<file path="src/verilog/ocmd_params.svh">
// constants for the output channel source mux and divider
// How it works
// RQ1 - source select code 0 picks synthesizer one, 1 synthesizer two, 2 primary ref, 3 secondary ref.
// RQ2 - a reference source bypasses the divider and reaches the driver undivided.
// RQ3 - format code 0 disables, 1 is AC-coupled differential, 2 is HCSL, 3 is LVCMOS.
// RQ4 - mode1 sets tail current 4/6/8/16 mA (8 mA in LVPECL use), or the LVCMOS positive pin.
// RQ5 - mode2 sets the HCSL load tristate/50/100/200 ohm, or the LVCMOS negative pin.
// RQ6 - the 8-bit divider divides by field value plus one, 1 to 256, 0xff giving 256.
// RQ7 - the divider acts only when a synthesizer is the source.
// RQ8 - a disabled format keeps the output inactive whatever source and divider say.
`ifndef OCMD_PARAMS_SVH
`define OCMD_PARAMS_SVH

// register indices, byte address is four times the index
`define OCMD_IDX_CONTROL 8'h2b
`define OCMD_IDX_DIVIDER 8'h2c
`define OCMD_IDX_STATUS 8'h2d
`define OCMD_ADDR_W 12
`define OCMD_ADDR_CONTROL 12'h0ac
`define OCMD_ADDR_DIVIDER 12'h0b0
`define OCMD_ADDR_STATUS 12'h0b4

// reset values
`define OCMD_CONTROL_RST 8'h18
`define OCMD_DIVIDER_RST 8'h05

// control field positions
`define OCMD_SRC_MSB 7
`define OCMD_SRC_LSB 6
`define OCMD_FMT_MSB 5
`define OCMD_FMT_LSB 4
`define OCMD_MODE1_MSB 3
`define OCMD_MODE1_LSB 2
`define OCMD_MODE2_MSB 1
`define OCMD_MODE2_LSB 0

// driver figures
`define OCMD_TAIL_MA_0 8'h04
`define OCMD_TAIL_MA_1 8'h06
`define OCMD_TAIL_MA_2 8'h08
`define OCMD_TAIL_MA_3_HCSL 8'h10
`define OCMD_TAIL_MA_3_DIFF 8'h08
`define OCMD_LOAD_OHM_1 8'h32
`define OCMD_LOAD_OHM_2 8'h64
`define OCMD_LOAD_OHM_3 8'hc8

`endif

</file>
<file path="src/verilog/ocmd_pkg.sv">
// types shared by the output channel mux and divider
`default_nettype none
package ocmd_pkg;
    typedef logic [7:0] ocmd_byte_t;
    typedef logic [31:0] ocmd_word_t;
    typedef enum logic [1:0] {
        OCMD_SRC_SYNTH1,
        OCMD_SRC_SYNTH2,
        OCMD_SRC_REF_PRI,
        OCMD_SRC_REF_SEC
    } ocmd_src_e;
    typedef enum logic [1:0] {
        OCMD_FMT_OFF,
        OCMD_FMT_DIFF,
        OCMD_FMT_HCSL,
        OCMD_FMT_CMOS
    } ocmd_fmt_e;
    typedef enum logic [1:0] {
        OCMD_PIN_TRISTATE,
        OCMD_PIN_LOW,
        OCMD_PIN_INVERTED,
        OCMD_PIN_TRUE
    } ocmd_pin_e;
endpackage : ocmd_pkg
`default_nettype wire

</file>
<file path="src/verilog/ocmd_top.sv">
// output channel source mux, divider and driver control with an APB register slave
//
// Implementation choice: the APB slave port.
`timescale 1ns/100ps
`default_nettype none
`include "ocmd_params.svh"
module ocmd_top (
    input wire logic pclk,
    input wire logic presetn,
    input wire logic psel,
    input wire logic penable,
    input wire logic pwrite,
    input wire logic [`OCMD_ADDR_W-1:0] paddr,
    input wire ocmd_pkg::ocmd_word_t pwdata,
    input wire logic [3:0] pstrb,
    output ocmd_pkg::ocmd_word_t prdata,
    output logic pready,
    output logic pslverr,
    input wire logic synth1_clk,
    input wire logic synth2_clk,
    input wire logic ref_pri_clk,
    input wire logic ref_sec_clk,
    output logic out_p,
    output logic out_p_oe_n,
    output logic out_n,
    output logic out_n_oe_n,
    output ocmd_pkg::ocmd_byte_t tail_current_ma,
    output ocmd_pkg::ocmd_byte_t hcsl_load_ohm
);
    import ocmd_pkg::*;

    ocmd_byte_t output_channel_control;
    ocmd_byte_t output_channel_divider;
    logic [3:0] src_meta;
    logic [3:0] src_sync;
    logic sel_prev;
    logic sel_level;
    logic sel_rise;
    logic div_clk;
    logic bypass;
    logic chan_clk;
    logic access;
    logic hit_control;
    logic hit_divider;
    logic hit_status;
    ocmd_src_e channel_source_select;
    ocmd_fmt_e driver_format;
    ocmd_pin_e driver_current_or_pos_ctrl;
    ocmd_pin_e driver_load_or_neg_ctrl;
    ocmd_byte_t status_value;

    // field views of the control register
    assign channel_source_select =
        ocmd_src_e'(output_channel_control[`OCMD_SRC_MSB:`OCMD_SRC_LSB]);
    assign driver_format = ocmd_fmt_e'(output_channel_control[`OCMD_FMT_MSB:`OCMD_FMT_LSB]);
    assign driver_current_or_pos_ctrl =
        ocmd_pin_e'(output_channel_control[`OCMD_MODE1_MSB:`OCMD_MODE1_LSB]);
    assign driver_load_or_neg_ctrl =
        ocmd_pin_e'(output_channel_control[`OCMD_MODE2_MSB:`OCMD_MODE2_LSB]);

    // bus decode; the access phase completes on the cycle pready is high
    assign access = psel && penable;
    assign hit_control = (paddr == `OCMD_ADDR_CONTROL);
    assign hit_divider = (paddr == `OCMD_ADDR_DIVIDER);
    assign hit_status = (paddr == `OCMD_ADDR_STATUS);

    // two-flop synchronisers for the four source clocks
    always_ff @(posedge pclk or negedge presetn) begin
        if (!presetn) begin
            src_meta <= 4'h0;
            src_sync <= 4'h0;
        end else begin
            src_meta <= {ref_sec_clk, ref_pri_clk, synth2_clk, synth1_clk};
            src_sync <= src_meta;
        end
    end

    // source mux from the synchronised levels
    always_comb begin
        case (channel_source_select)
            OCMD_SRC_SYNTH1: sel_level = src_sync[0]; // [RQ1]
            OCMD_SRC_SYNTH2: sel_level = src_sync[1]; // [RQ1]
            OCMD_SRC_REF_PRI: sel_level = src_sync[2]; // [RQ1]
            OCMD_SRC_REF_SEC: sel_level = src_sync[3]; // [RQ1]
            default: sel_level = 1'b0;
        endcase
    end

    // rising edge of the selected source
    always_ff @(posedge pclk or negedge presetn) begin
        if (!presetn) begin
            sel_prev <= 1'b0;
        end else begin
            sel_prev <= sel_level;
        end
    end
    assign sel_rise = sel_level && !sel_prev;

    ocmd_divider u_divider (
        .pclk(pclk),
        .presetn(presetn),
        .src_rise(sel_rise),
        .div_code(output_channel_divider),
        .div_clk(div_clk)
    );

    // references and a ratio of one pass straight through
    assign bypass = (channel_source_select == OCMD_SRC_REF_PRI) ||
                    (channel_source_select == OCMD_SRC_REF_SEC) || // [RQ2] [RQ7]
                    (output_channel_divider == 8'h00);
    assign chan_clk = bypass ? sel_level : div_clk; // [RQ2] [RQ7]

    // register writes take effect at the completing edge only
    always_ff @(posedge pclk or negedge presetn) begin
        if (!presetn) begin
            output_channel_control <= `OCMD_CONTROL_RST;
        end else if (access && pready && pwrite && hit_control && pstrb[0]) begin
            output_channel_control <= pwdata[7:0];
        end
    end

    always_ff @(posedge pclk or negedge presetn) begin
        if (!presetn) begin
            output_channel_divider <= `OCMD_DIVIDER_RST;
        end else if (access && pready && pwrite && hit_divider && pstrb[0]) begin
            output_channel_divider <= pwdata[7:0]; // [RQ6]
        end
    end

    // status: live driver state and synchronised source levels
    assign status_value = {bypass, (driver_format != OCMD_FMT_OFF), chan_clk, 1'b0, src_sync};

    // one wait state: pready rises in the second access cycle
    always_ff @(posedge pclk or negedge presetn) begin
        if (!presetn) begin
            pready <= 1'b0;
            pslverr <= 1'b0;
            prdata <= 32'h0000_0000;
        end else if (access && !pready) begin
            pready <= 1'b1;
            pslverr <= !(hit_control || hit_divider || hit_status) || (pwrite && hit_status);
            if (pwrite) begin
                prdata <= 32'h0000_0000;
            end else if (hit_control) begin
                prdata <= {24'h00_0000, output_channel_control};
            end else if (hit_divider) begin
                prdata <= {24'h00_0000, output_channel_divider};
            end else if (hit_status) begin
                prdata <= {24'h00_0000, status_value};
            end else begin
                prdata <= 32'h0000_0000;
            end
        end else begin
            pready <= 1'b0;
            pslverr <= 1'b0;
        end
    end

    // driver pins per format and mode fields
    always_ff @(posedge pclk or negedge presetn) begin
        if (!presetn) begin
            out_p <= 1'b0;
            out_n <= 1'b0;
            out_p_oe_n <= 1'b1;
            out_n_oe_n <= 1'b1;
        end else begin
            case (driver_format)
                OCMD_FMT_OFF: begin
                    out_p <= 1'b0; // [RQ3] [RQ8]
                    out_n <= 1'b0;
                    out_p_oe_n <= 1'b1;
                    out_n_oe_n <= 1'b1;
                end
                OCMD_FMT_DIFF: begin
                    out_p <= chan_clk; // [RQ3]
                    out_n <= !chan_clk;
                    out_p_oe_n <= 1'b0;
                    out_n_oe_n <= 1'b0;
                end
                OCMD_FMT_HCSL: begin
                    out_p <= chan_clk; // [RQ3]
                    out_n <= !chan_clk;
                    out_p_oe_n <= (driver_load_or_neg_ctrl == OCMD_PIN_TRISTATE); // [RQ5]
                    out_n_oe_n <= (driver_load_or_neg_ctrl == OCMD_PIN_TRISTATE);
                end
                OCMD_FMT_CMOS: begin
                    out_p <= pin_level(driver_current_or_pos_ctrl, chan_clk); // [RQ4]
                    out_n <= pin_level(driver_load_or_neg_ctrl, chan_clk); // [RQ5]
                    out_p_oe_n <= (driver_current_or_pos_ctrl == OCMD_PIN_TRISTATE);
                    out_n_oe_n <= (driver_load_or_neg_ctrl == OCMD_PIN_TRISTATE);
                end
                default: begin
                    out_p <= 1'b0;
                    out_n <= 1'b0;
                    out_p_oe_n <= 1'b1;
                    out_n_oe_n <= 1'b1;
                end
            endcase
        end
    end

    // analog settings reported as figures; zero when not applicable
    always_ff @(posedge pclk or negedge presetn) begin
        if (!presetn) begin
            tail_current_ma <= 8'h00;
            hcsl_load_ohm <= 8'h00;
        end else begin
            tail_current_ma <= 8'h00;
            hcsl_load_ohm <= 8'h00;
            if (driver_format == OCMD_FMT_DIFF || driver_format == OCMD_FMT_HCSL) begin
                case (driver_current_or_pos_ctrl)
                    OCMD_PIN_TRISTATE: tail_current_ma <= `OCMD_TAIL_MA_0; // [RQ4]
                    OCMD_PIN_LOW: tail_current_ma <= `OCMD_TAIL_MA_1; // [RQ4]
                    OCMD_PIN_INVERTED: tail_current_ma <= `OCMD_TAIL_MA_2; // [RQ4]
                    OCMD_PIN_TRUE: tail_current_ma <= (driver_format == OCMD_FMT_HCSL) ?
                        `OCMD_TAIL_MA_3_HCSL : `OCMD_TAIL_MA_3_DIFF; // [RQ4]
                    default: tail_current_ma <= 8'h00;
                endcase
            end
            if (driver_format == OCMD_FMT_HCSL) begin
                case (driver_load_or_neg_ctrl)
                    OCMD_PIN_LOW: hcsl_load_ohm <= `OCMD_LOAD_OHM_1; // [RQ5]
                    OCMD_PIN_INVERTED: hcsl_load_ohm <= `OCMD_LOAD_OHM_2; // [RQ5]
                    OCMD_PIN_TRUE: hcsl_load_ohm <= `OCMD_LOAD_OHM_3; // [RQ5]
                    default: hcsl_load_ohm <= 8'h00;
                endcase
            end
        end
    end

    // level of one LVCMOS pin for its control code
    function automatic logic pin_level(input ocmd_pin_e ctrl, input logic clk);
        case (ctrl)
            OCMD_PIN_INVERTED: pin_level = !clk;
            OCMD_PIN_TRUE: pin_level = clk;
            default: pin_level = 1'b0;
        endcase
    endfunction : pin_level
endmodule : ocmd_top
`default_nettype wire

</file>
<file path="src/verilog/ocmd_divider.sv">
// integer clock divider counting rising edges of a sampled source clock
`timescale 1ns/100ps
`default_nettype none
module ocmd_divider (
    input wire logic pclk,
    input wire logic presetn,
    input wire logic src_rise,
    input wire ocmd_pkg::ocmd_byte_t div_code,
    output logic div_clk
);
    import ocmd_pkg::*;

    logic [7:0] edge_count;
    logic [8:0] high_count;

    // high phase is the first ceil(ratio/2) source periods
    assign high_count = ({1'b0, div_code} + 9'h002) >> 1;

    // count source edges modulo ratio; ratio is code plus one
    always_ff @(posedge pclk or negedge presetn) begin
        if (!presetn) begin
            edge_count <= 8'h00;
        end else if (src_rise) begin
            if (edge_count >= div_code) begin // [RQ6]
                edge_count <= 8'h00;
            end else begin
                edge_count <= edge_count + 8'h01;
            end
        end
    end

    // divided level follows the count phase
    always_ff @(posedge pclk or negedge presetn) begin
        if (!presetn) begin
            div_clk <= 1'b0;
        end else if (src_rise) begin
            if (edge_count >= div_code) begin
                div_clk <= 1'b1;
            end else begin
                div_clk <= ({1'b0, edge_count} + 9'h001) < high_count; // [RQ6]
            end
        end
    end
endmodule : ocmd_divider
`default_nettype wire

</file>
<file path="config.mk">
export PLATFORM = sky130hd
export DESIGN_NAME = ocmd_top
export DESIGN_NICKNAME = d
export VERILOG_FILES = /design/src/verilog/ocmd_pkg.sv /design/src/verilog/ocmd_top.sv /design/src/verilog/ocmd_divider.sv
export VERILOG_INCLUDE_DIRS = /design/src /design/src/verilog
export SDC_FILE = /design/constraint.sdc
export NUM_CORES = 1
export LEC_CHECK = 0
export BUFFER_PORTS_ARGS = -buffer_cell sky130_fd_sc_hd__buf_2
export CORE_UTILIZATION = 50
export CTS_CLUSTER_DIAMETER = 120
export DETAILED_ROUTE_END_ITERATION = 10
export GPL_TIMING_DRIVEN = 1
export HOLD_SLACK_MARGIN = 0.15
export MAX_ROUTING_LAYER = met4
export PLACE_DENSITY = 0.85
export SLEW_MARGIN = 30
export SYNTH_ARGS = -nofsm -noshare
export SYNTH_HDL_FRONTEND = slang
export SYNTH_HIERARCHICAL = 1
export SYNTH_SLANG_ARGS = --single-unit
export TNS_END_PERCENT = 20
</file>
<file path="constraint.sdc">
create_clock -name pclk -period 4 [get_ports pclk]
set_clock_uncertainty 0.1 [all_clocks]
set_input_delay 0.6 -clock pclk [delete_from_list [all_inputs] [get_ports pclk]]
set_output_delay 0.6 -clock pclk [all_outputs]
set_load 0.05 [all_outputs]
</file>
After elaboration in Yosys (flattened, before gate mapping)

Cells that the tools add are included.

Bits of input ports: 57
Output and inout bits: 54
Word-level logic and storage cells: 85
Bits in registers: 88

Reduce and logical (&&, ||, !) cells: 28
Equal/unequal tests: 15
Order comparisons: 2
Mux-type cells: 21
Add/subtract/negate cells: 3

Operators by type and width:

| cell                  | number |
|---|---|
| $mux W8               | 7 |
| $eq A12 B8 Y1 const B | 3 |
| $pmux W8 S4           | 1 |
| $pmux W8 S3           | 1 |
| $eq A2 B2 Y1 const B  | 8 |
| $logic_and A1 B1 Y1   | 10 |
| $add A8 B1 Y9 const B | 1 |
| $add A8 B2 Y9 const B | 1 |
| $lt A9 B8 Y1          | 1 |
| $pmux W1 S3           | 3 |
| $add A8 B1 Y8 const B | 1 |
| $eq A2 B1 Y1 const B  | 4 |
| $ge A8 B8 Y1          | 1 |
| $logic_not A2 Y1      | 4 |
| $logic_not A8 Y1      | 1 |
| $pmux W1 S4           | 2 |
| $logic_or A1 B1 Y1    | 6 |
| $mux W5               | 1 |
| $logic_not A1 Y1      | 4 |
| $mux W1               | 4 |
| $pmux W1 S2           | 2 |
| $reduce_or A2 Y1      | 2 |
| $reduce_bool A2 Y1    | 1 |

Longest topological paths before layout

Gate-level depths: netlist (run 1).

Depth in word-level cells: 8
Depth in mapped cells: 10
Depth with buffers taken out: 10

Modules after synthesis

The synthesis (run 1) kept the hierarchy.

Modules (own cells, without submodules):

| module       | sequential area each (um2) | cells an instance | area each (um2) | times used |
|---|---|---|---|---|
| ocmd_top     | 1,208.7                    | 203               | 2,359.8         | 1 |
| ocmd_divider | 225.2                      | 110               | 955.9           | 1 |

Least setup slack after synthesis (run 1)

OpenSTA, ideal clock, no wires.

Path kind: input to register
Start point: input paddr[9]
End point: register output_channel_divider[1]
Path slack: 1.816 ns
Arrival: 1.959 ns
Buffers on the path: 0
Required time: 3.775 ns
Stages: 5
Setup time: 0.125 ns
Cell sequence: nor4_1 nand4b_1 or3_4 nor2_8 mux2_2

Word-level cells in the longest chain between the ends: 3

Ends and longest elaborated chain:

| item                              | RTL line        | source |
|---|---|---|
| start, declared                   | ocmd_top.sv:13  | `` input wire logic [`OCMD_ADDR_W-1:0] paddr, `` |
| $eq A12 B8 Y1 (no line)           | --              |  |
| $logic_and A1 B1 Y1 (2 in series) | ocmd_top.sv:125 | `end else if (access && pready && pwrite && hit_divider && pstrb[0]) begin` |
| end signal, assigned              | ocmd_top.sv:124 | `` output_channel_divider <= `OCMD_DIVIDER_RST; `` |
| end signal, assigned              | ocmd_top.sv:126 | `output_channel_divider <= pwdata[7:0];` |
| end, declared                     | ocmd_top.sv:33  | `ocmd_byte_t output_channel_divider;` |

Every way passes these cells.
A chain may end at the register's enable or synchronous reset.

Worst setup path after layout (run 1)

Start point: register u_divider.edge_count[1]
End point: register u_divider.div_clk

Word-level cells in the longest chain between the ends: 3
Elaborated cells between the ends (all ways): 4
Classes of those cells: add/sub (1); order compare (2); mux (1)

Ends and longest elaborated chain:

| item                   | RTL line           | source |
|---|---|---|
| start, declared        | ocmd_divider.sv:13 | `logic [7:0] edge_count;` |
| start signal, assigned | ocmd_divider.sv:27 | `edge_count <= edge_count + 8'h01;` |
| $add A8 B1 Y9          | ocmd_divider.sv:40 | `div_clk <= ({1'b0, edge_count} + 9'h001) < high_count;` |
| $lt A9 B8 Y1           | ocmd_divider.sv:40 |  |
| $mux W1 *              | ocmd_divider.sv:37 | `if (edge_count >= div_code) begin` |
| end signal, assigned   | ocmd_divider.sv:40 |  |
| end, declared          | ocmd_divider.sv:9  | `output logic div_clk` |

Every way passes the cells marked *; elsewhere a longest branch is shown, timed or not.

==> results of run 1 <==
==> worst max path at each step <==
stage                                  startpoint                   endpoint
after global placement                   paddr[3]  output_channel_control[0]
final                     u_divider/edge_count[1]          u_divider/div_clk
after floorplan                          paddr[9]  output_channel_divider[1]
after CTS                 u_divider/edge_count[1]          u_divider/div_clk
after global routing      u_divider/edge_count[1]          u_divider/div_clk
after detailed placement                 paddr[3]  output_channel_control[2]
==> area by class of cell <==
| class | count | share of cell area (%) |
|---|---|---|
| flip-flops and latches | 57 | 38.19 |
| multi-input cells | 229 | 44.32 |
| repair buffers | 56 | 7.664 |
| clock inverters | 5 | 1.500 |
| inverters | 21 | 2.099 |
| well taps | 77 | 2.566 |
| clock buffers | 10 | 3.665 |
==> cells by family (layout without fill, tap and decap cells) <==
logic type | after synthesis | after routing
xor+xnor | 11 | 11
compound gates | 61 | 61
simple gates | 80 | 80
buf+inv | 55 | 92
mux | 22 | 22
flops | 57 | 57
fa+ha+maj | 26 | 26
other cells | 1 | 29
==> per-stage QoR <==
step           power (uW)  hold slack [ns]  instance area [sq um]  std cells
2_1_floorplan       702.7           0.2044                   3421        341
3_3_place_gp        713.8           0.2337                   3551        439
3_5_place_dp        716.9           0.2347                   3551        439
4_1_cts              1251           0.2494                   3755        455
5_1_grt              1284           0.2572                   3755        455
6_report             1247           0.2507                   3755        455
==> synthesized netlist by cell type (all sizes together) (3+ instances only) <==
library cell  instances
dfrtp                51
buf                  31
ha                   26
inv                  20
mux2                 20
nand2                19
nand3                15
o21ai                15
nor2                 14
a21oi                10
xnor2                10
a22o                  9
a21o                  6
dfstp                 6
and2                  5
nor2b                 5
nor4                  5
a22oi                 4
nor3                  4
a31oi                 3
clkbuf                3
nand4                 3
o31ai                 3
==> worst max-delay path: stages, from the launching register on <==
cell,delay [ns]
dfrtp_1,0.41
ha_1,0.25
nand3_1,0.19
or2_1,0.34
xnor2_1,0.15
ha_1,0.34
a21oi_1,0.15
o21ai_0,0.08
nor3_1,0.15
o21ai_1,0.11
o22ai_1,0.17
==> report_power, final <==
group          total [uW]  switching [uW]  internal (uW)  leakage [uW]
Clock                 539             239            300     0.0000981
Sequential            586            3.14            582      0.000747
Combinational         122             100           22.3       0.00106
==> flip-flops by register name (all words and copies together) (netlist names), 4 cells and up <==
name / count
hcsl_load_ohm: 5
output_channel_control: 8
output_channel_divider: 8
prdata: 8
src_meta: 4
src_sync: 4
tail_current_ma: 4
u_divider/edge_count: 8
==> timing repair <==
item	4_1_cts	5_1_grt
endpoints found under the hold margin	20	0
resized for setup	0	0
setup buffers	0	0
hold buffers	1	0
==> metal layers <==
layer / routed length (um) / GRT usage, % / vias up
met2: 3417 / 33.98 / 144
met3: 457 / 3.877 / 22
met1: 3017 / 26.41 / 1231
li1: - / - / 1172
met4: 227 / 12.02 / 0
met5: 0 / - / -
==> reports/qor.txt, run 1 <==
Outcome: completed
Rows: 29
Layout Nets: 457
Slew HR: 57.12%
Post-synth top area cell: dfrtp_1
Place WS: 1.457 ns
First-pass GRT wire length: 11450 um
Peak supply drop: 0.2557 mV
Arrival time at the worst endpoint: 2.68 ns
Wire per inst: 15.65 um
Worst hold path class: flip-flop to flip-flop
Synth Instances: 313
CP Capture Type: flip-flop
Main flop type after synthesis: dfrtp_1
Routed vias: 2569
Seq/Total Area, Yosys: 43.25%
H-tree levels: 3
Number of remaining DRC errors: 0
Starting DRT DRC Count: 189
Seq. cell area: 1434 sq um
Multi-input combinational cell area: 1664 sq um
CTS tree: done
Clock latency at the later pin of the worst-skew pair: 0.35 ns
CP required: 4.16 ns
# diodes: 0
Grt total ovfl: 0
Complex-gate fraction of the synthesized area: 12.45%
Total Wirelength: 7120 um
Worst slew pin tran: 0.6419 ns
Final Core Density: 58.80%
Yosys reg bits: 57
Most frequent cells in the layout: 54 x buf_2, 51 x dfrtp_1, 29 x conb_1, 26 x ha_1, 20 x inv_1
Vias/cell: 5.646
Synth top area share: 38.49%
Vias in the first global route: 2440
Fin. max-slew vios: 0
Post-synthesis cell type count: 51
Max Freq: 396.2 MHz
Start of the worst register-to-register path: u_divider/edge_count[1]
Antenna viol nets, final: 0
Layout cell share with drive strength beyond 1: 27.51%
Leakage: 0.001906 uW
Total GRT Usage: 21.60%
Fill count: 513
Area contributors post-synth: dfrtp_1 38%, ha_1 9.8%, buf_4 7.0%
Post-synthesis simple-gate area fraction: 13.85%
Setup_tns: 0 ns
CTS clk-pin slew, worst paths: 0.06 ns
Reg-to-reg critical path endpoint: u_divider/div_clk
Yosys synthesis warning count: 6
Internal reg-to-reg setup slack: 1.48 ns
Final period utilization: 63.09%
EDFF count, synth: 0
Layout area overhead: 13.25%
Clk root buf: clkbuf_8
Final Hold Viols: 0
Ports: 111
Crit path kind: flip-flop to flip-flop
R2R cell count: 10
Power per cell area: 332.0 nW/um^2
Commonest non-fill, non-tap cell in the layout: buf_2
TritonCTS Buffers: 9
Syn Area/Cell: 10.59 sq um
Antenna violations before repair: 0
Worst hold stages: 0
Post-route setup slack: 1.476 ns
HP Start: src_meta[0]
Max-Cap Viols: 0
Effective utilization at floorplan: 51.92%
Mux cell area share after synthesis: 7.887%
Fin crit period: 2.524 ns
Die width: 83.44 um
Setup violations, final: 0
Die height: 83.44 um
Largest net degree at the start of global routing: 36
DR pass1 iterations: 5
CORE AREA: 6386 sq um
Clock buffer depth: 2
DP Wirelength: 5252 um
Critical path launch point type: flip-flop
Post-Syn Area: 3316 sq um
Port bufs: 54
Post-synthesis adder-cell area fraction: 9.811%
Unrepaired setup endpoints after global routing: false
CP max FO: 5
Ys async rst share: 100.0%
Largest family of logic cells by synthesized area: simple AND/OR/NAND/NOR gates
Final estimated routing congestion in global placement: 0.9140
XOR/XNOR Fraction of Synth Area: 2.906%
CTS Sinks: 57
WHS Endpoint: src_sync[0]
DIE AREA: 6961 sq um
No activity file was read; power rests on OpenSTA's default activity.
==> run 2: changes to the inputs <==
==> constraint.sdc (replaced) <==
create_clock -name pclk -period 2.4 [get_ports pclk]
set_clock_uncertainty 0.1 [all_clocks]
set_input_delay 0.36 -clock pclk [delete_from_list [all_inputs] [get_ports pclk]]
set_output_delay 0.36 -clock pclk [all_outputs]
set_load 0.05 [all_outputs]
==> run 2 against run 1 <==
Net effect: register-to-register slack got worse by 1.3 ns; clock power increased by 43%; sequential share of layout area decreased by 2.2 points; critical path type unchanged; highest routed layer unchanged.
==> reports/qor.txt, run 2 (same netlist as run 1, synthesis figures left out) <==
DP Wirelength: 5210 um (-0.80%)
CORE AREA: 6386 sq um (unchanged)
Start of the worst register-to-register path: u_divider/edge_count[0]
Worst hold path class: input port to flip-flop
Antenna violations before repair: 0 (unchanged)
Final hold slack: 0.1721 ns (-0.07859 ns)
Peak supply drop: 0.3275 mV (+28%)
Leakage: 0.002014 uW (+5.7%)
Critical path launch point type: flip-flop
Outcome: completed
Clock buffer depth: 2 (unchanged)
Fin. max-slew vios: 0 (unchanged)
Final Core Density: 62.52% (+3.7 points)
Effective utilization at floorplan: 51.92% (unchanged)
Port bufs: 54 (unchanged)
Largest net degree at the start of global routing: 34 (-5.6%)
Number of remaining DRC errors: 0 (unchanged)
Die height: 83.44 um (unchanged)
# diodes: 0 (unchanged)
Fin crit period: 2.260 ns (-0.2640 ns)
Vias/cell: 5.427 (-3.9%)
Critical path endpoint: u_divider/div_clk
Arrival time at the worst endpoint: 2.41 ns (-0.27 ns)
Ports: 111 (unchanged)
Final period utilization: 94.16% (+31 points)
Antenna viol nets, final: 0 (unchanged)
Routed vias: 2605 (+1.4%)
Total GRT Usage: 22.09% (+0.49 points)
First-pass GRT wire length: 11700 um (+2.2%)
Wire per inst: 15.10 um (-3.5%)
TritonCTS Buffers: 9 (unchanged)
Layout cell share with drive strength beyond 1: 32.51% (+5.0 points)
CP Capture Type: flip-flop
Setup violations, final: 0 (unchanged)
Fill count: 482 (-6.0%)
Power per cell area: 492.4 nW/um^2 (+48%)
DIE AREA: 6961 sq um (unchanged)
CTS Sinks: 57 (unchanged)
CP max FO: 5 (unchanged)
Commonest non-fill, non-tap cell in the layout: buf_2
Clk root buf: clkbuf_8
Starting DRT DRC Count: 165 (-13%)
Seq. cell area: 1436 sq um (+0.17%)
Crit path kind: flip-flop to flip-flop
Rows: 29 (unchanged)
H-tree levels: 3 (unchanged)
Die width: 83.44 um (unchanged)
CTS clk-pin slew, worst paths: 0.06 ns (about the same)
Final estimated routing congestion in global placement: 0.8930 (-2.3%)
Internal reg-to-reg setup slack: 0.14 ns (-1.34 ns)
CP required: 2.55 ns (-1.61 ns)
Multi-input combinational cell area: 1717 sq um (+3.2%)
Max-Cap Viols: 0 (unchanged)
Placed cell count: 455 (+3.6%)
Layout area overhead: 20.42%
Total Wirelength: 7246 um (+1.8%)
Vias in the first global route: 2572 (+5.4%)
Worst slew pin tran: 0.5849 ns (-0.05696 ns)
Setup_tns: 0 ns (unchanged)
Most frequent cells in the layout: 54 x buf_2, 49 x dfrtp_1, 29 x conb_1, 23 x ha_1
Non-Filler Instances: 480 (+5.5%)
Grt total ovfl: 0 (unchanged)
Post-layout total power: 1966 uW (+58%)
Worst Setup SP: u_divider/edge_count[0]
Unrepaired setup endpoints after global routing: true
Clock latency at the later pin of the worst-skew pair: 0.34 ns (about the same)
DR pass1 iterations: 4 (-1)
Max Freq: 442.5 MHz (+12%)
R2R cell count: 10 (unchanged)
Reg-to-reg critical path endpoint: u_divider/div_clk
Final Hold Viols: 0 (unchanged)
CTS tree: done
Slew HR: 61.01% (+3.9 points)
Layout Nets: 481 (+5.3%)
==> run 2: metal layers <==
metal  global-route usage (%)  wire [um]  vias to the layer above
met5                        -          0                        -
met4                    8.937        144                        0
met3                    5.666        497                       16
met2                    34.80       3605                      124
met1                    27.27       2999                     1248
li1                         -          -                     1217
==> run 2: how the worst min path moves through the flow <==
stage                start                        end  slack (ns)  cells past startpoint
2_1_floorplan      presetn           hcsl_load_ohm[2]       -0.04                      0
3_3_place_gp   src_meta[2]                src_sync[2]        0.23                      0
3_5_place_dp   src_meta[3]                src_sync[3]        0.23                      0
4_1_cts          pwdata[2]  output_channel_divider[2]        0.16                      2
5_1_grt          pwdata[2]  output_channel_divider[2]        0.16                      2
6_report         pwdata[2]  output_channel_divider[2]        0.17                      2
==> run 2: power by group <==
| part | internal, uW | total, uW | leakage [uW] | switching [uW] |
|---|---|---|---|---|
| Sequential | 971 | 976 | 0.000744 | 4.92 |
| Clock | 398 | 773 | 0.0000813 | 375 |
| Combinational | 49.7 | 217 | 0.00119 | 167 |
| Total | 1420 | 1970 | 0.00201 | 547 |
==> run 2: through the flow <==
step / instance area (sq um) / setup WS, ns
final: 3993 / 0.1402
after global routing: 3993 / -0.05728
after CTS: 3908 / 0.1198
after detailed placement: 3684 / 0.1533
after global placement: 3684 / 0.2047
after floorplan: 3421 / 0.2291
==> run 2: cell type report <==
| type | count | share of cell area (%) |
|---|---|---|
| tap | 77 | 2.413 |
| sequential | 57 | 35.98 |
| clock buffer | 11 | 3.541 |
| inverter | 21 | 1.974 |
| clock inverter | 5 | 0.8148 |
| multi-input combinational | 229 | 43.00 |
| timing repair buffer | 80 | 12.28 |
==> run 2: what timing repair did <==
action / in CTS / in global routing
setup endpoints to repair: 0 / 3
buffers inserted: 0 / 4
resized for setup: 0 / 9
endpoints found under the hold margin: 26 / 0
hold buffers: 5 / 0
==> run 2: worst max-delay path: stages, from the launching register on <==
cell and delay, ns:
dfrtp_2 0.41, ha_4 0.17, nand3_1 0.10, or2_1 0.28, xnor2_1 0.14, ha_1 0.32
a21oi_1 0.15, o21ai_0 0.08, nor3_1 0.18, o21ai_1 0.09, o22ai_1 0.16
==> run 3: changes to the inputs <==
==> constraint.sdc (replaced) <==
create_clock -name pclk -period 2.5 [get_ports pclk]
set_clock_uncertainty 0.1 [all_clocks]
set_input_delay 0.375 -clock pclk [delete_from_list [all_inputs] [get_ports pclk]]
set_output_delay 0.375 -clock pclk [all_outputs]
set_load 0.05 [all_outputs]
==> run 3 against run 2 <==
Net effect: maximum frequency shrank 3.0%; non-clock buffer count shrank 9; largest cell class unchanged; combinational power shrank 6%; worst hold slack gained 0.0065 ns; die area is the same; routed wire length shrank 3.7%; global-route usage grew 0.098 points; design area shrank 2.8%; largest power group unchanged; count of clock-buffer cells in the layout shrank 1; sequential power shrank 4.0%; first-iteration DRC count shrank 13%.
==> reports/qor.txt, run 3 (same netlist as run 1, synthesis figures left out) <==
DR pass1 iterations: 4 (unchanged)
Fin area: 3882 sq um (-2.8%)
Non-Filler Instances: 470 (-2.1%)
H-tree levels: 3 (unchanged)
Antenna viol nets, final: 0 (unchanged)
NetSw: 533.0 uW (-2.6%)
Place WS: 0.1661 ns (+0.01283 ns)
Power share of the clock group: 42.6% (+3.3 points)
Antenna violations before repair: 0 (unchanged)
Seq. cell area: 1434 sq um (-0.17%)
Max-Cap Viols: 0 (unchanged)
CP required: 2.66 ns (+0.11 ns)
Fill count: 513 (+6.4%)
CP top delay family: adder cells
Critical path's slowest cell: dfrtp_1
Port bufs: 54 (unchanged)
Final Hold Viols: 0 (unchanged)
Layout Nets: 472 (-1.9%)
Final estimated routing congestion in global placement: 0.8450 (-5.4%)
CTS clk-pin slew, worst paths: 0.07 ns (about the same)
Fin. max-slew vios: 0 (unchanged)
Setup violations, final: 0 (unchanged)
# diodes: 0 (unchanged)
CP max FO: 5 (unchanged)
Clk root buf: clkbuf_8
Outcome: completed
Worst hold path class: input port to flip-flop
Die height: 83.44 um (unchanged)
Vias in the first global route: 2540 (-1.2%)
Worst slew pin tran: 0.6942 ns (+0.1093 ns)
Grt total ovfl: 0 (unchanged)
Peak supply drop: 0.3575 mV (+9.2%)
CP peak stage delay: 0.42 ns (about the same)
Most frequent cells in the layout: 54 x buf_2, 51 x dfrtp_1, 29 x conb_1, 25 x ha_1, 20 x inv_1
Combinational fraction of design power: 10.3% (-0.7 points)
Vias/cell: 5.481 (+0.99%)
Commonest non-fill, non-tap cell in the layout: buf_2
Clock latency at the later pin of the worst-skew pair: 0.34 ns (about the same)
Total GRT Usage: 22.19% (+0.098 points)
Arrival time at the worst endpoint: 2.49 ns (+0.08 ns)
Slew HR: 53.72% (-7.3 points)
Multi-input combinational cell area: 1669 sq um (-2.8%)
Clock buffer depth: 2 (unchanged)
Number of remaining DRC errors: 0 (unchanged)
Layout cell share with drive strength beyond 1: 29.77% (-2.7 points)
Wire per inst: 14.85 um (-1.6%)
Sequential group share of total power: 47.1% (-2.5 points)
CP Capture Type: flip-flop
P_int: 1456 uW (+2.6%)
Crit path kind: flip-flop to flip-flop
Post-route setup slack: 0.1693 ns (+0.02908 ns)
Starting DRT DRC Count: 144 (-13%)
CTS tree: done
Placed cell count: 449 (-1.3%)
Ports: 111 (unchanged)
TritonCTS Buffers: 9 (unchanged)
Leakage: 0.001978 uW (-1.8%)
Placed cell area: 3626 sq um (-1.6%)
CTS Sinks: 57 (unchanged)
CORE AREA: 6386 sq um (unchanged)
First-pass GRT wire length: 11790 um (+0.77%)
Effective utilization at floorplan: 51.92% (unchanged)
Layout area overhead: 17.09%
Largest net degree at the start of global routing: 58 (+71%)
Unrepaired setup endpoints after global routing: false
Power per cell area: 512.2 nW/um^2 (+4.0%)
Die width: 83.44 um (unchanged)
Final Core Density: 60.80% (-1.7 points)
Fin crit period: 2.331 ns (+0.07092 ns)
Final period utilization: 93.23% (-0.93 points)
Crit path buf inv count: 0 (unchanged)
Sw Ratio: 26.80% (-1.0 points)
Max Freq: 429.1 MHz (-3.0%)
DP Wirelength: 5129 um (-1.6%)
Setup_tns: 0 ns (unchanged)
DIE AREA: 6961 sq um (unchanged)
Total Wirelength: 6980 um (-3.7%)
Critical path launch point type: flip-flop
Worst-path cell chain: ha_2, nand3_1, or2_4, xnor2_1, ha_1, a21oi_1, o21ai_0, nor3_1, o21ai_1, o22ai_1
Routed vias: 2576 (-1.1%)
Rows: 29 (unchanged)
## run 3: metrics by stage
stage	hold WS [ns]	total power, uW
2_1_floorplan	-0.02059	1124
3_3_place_gp	0.2335	1148
3_5_place_dp	0.2379	1151
4_1_cts	0.1685	2004
5_1_grt	0.1811	2054
6_report	0.1787	1989
## run 3: area by class of cell
| type | count | area share (%) |
|---|---|---|
| tap | 77 | 2.481 |
| multi-input combinational | 229 | 42.99 |
| clock inverter | 5 | 1.450 |
| timing repair buffer | 71 | 10.57 |
| inverter | 21 | 2.030 |
| sequential | 57 | 36.93 |
| clock buffer | 10 | 3.545 |
## run 3: worst paths after layout
| check | startpoint | endpoint | slack [ns] | depth (start not counted) |
|---|---|---|---|---|
| min in group asynchronous | presetn | hcsl_load_ohm[3] | 0.60 | 3 |
| worst max-delay path | u_divider/edge_count[0] | u_divider/div_clk | 0.17 | 10 |
| worst min register to register | src_meta[0] | src_sync[0] | 0.25 | 0 |
| worst min-delay path | pwdata[0] | output_channel_divider[0] | 0.18 | 2 |
| max in group asynchronous | presetn | prdata[7] | 1.24 | 3 |
| worst max register to register | u_divider/edge_count[0] | u_divider/div_clk | 0.17 | 10 |
## run 3: repair_timing
item	4_1_cts	5_1_grt
hold buffers	5	0
hold endpoints to repair	55	0
buffers inserted	0	1
endpoints found under the setup margin	0	1
gates resized for setup	0	2
## run 3: worst reg2reg max path, cell delays in order (launching register included)
cell	delay [ns]
dfrtp_1	0.42
ha_2	0.24
nand3_1	0.11
or2_4	0.29
xnor2_1	0.13
ha_1	0.33
a21oi_1	0.17
o21ai_0	0.09
nor3_1	0.15
o21ai_1	0.09
o22ai_1	0.15
## run 3: metal layers
metal | share of wire, % | global-route usage [%] | vias up
met2 | 48 | 34.35 | 108
met5 | 0 | - | -
met3 | 6.6 | 5.964 | 13
met1 | 43 | 27.24 | 1254
li1 | - | - | 1201
met4 | 2.1 | 10.17 | 0
## run 3: power by group through the flow
stage	combinational, uW	clock (uW)	sequential (uW)
finish	204	848	937
global placement	195	0	953
CTS	204	863	936
global route	217	900	937
detailed placement	198	0	953
floorplan	166	0	958
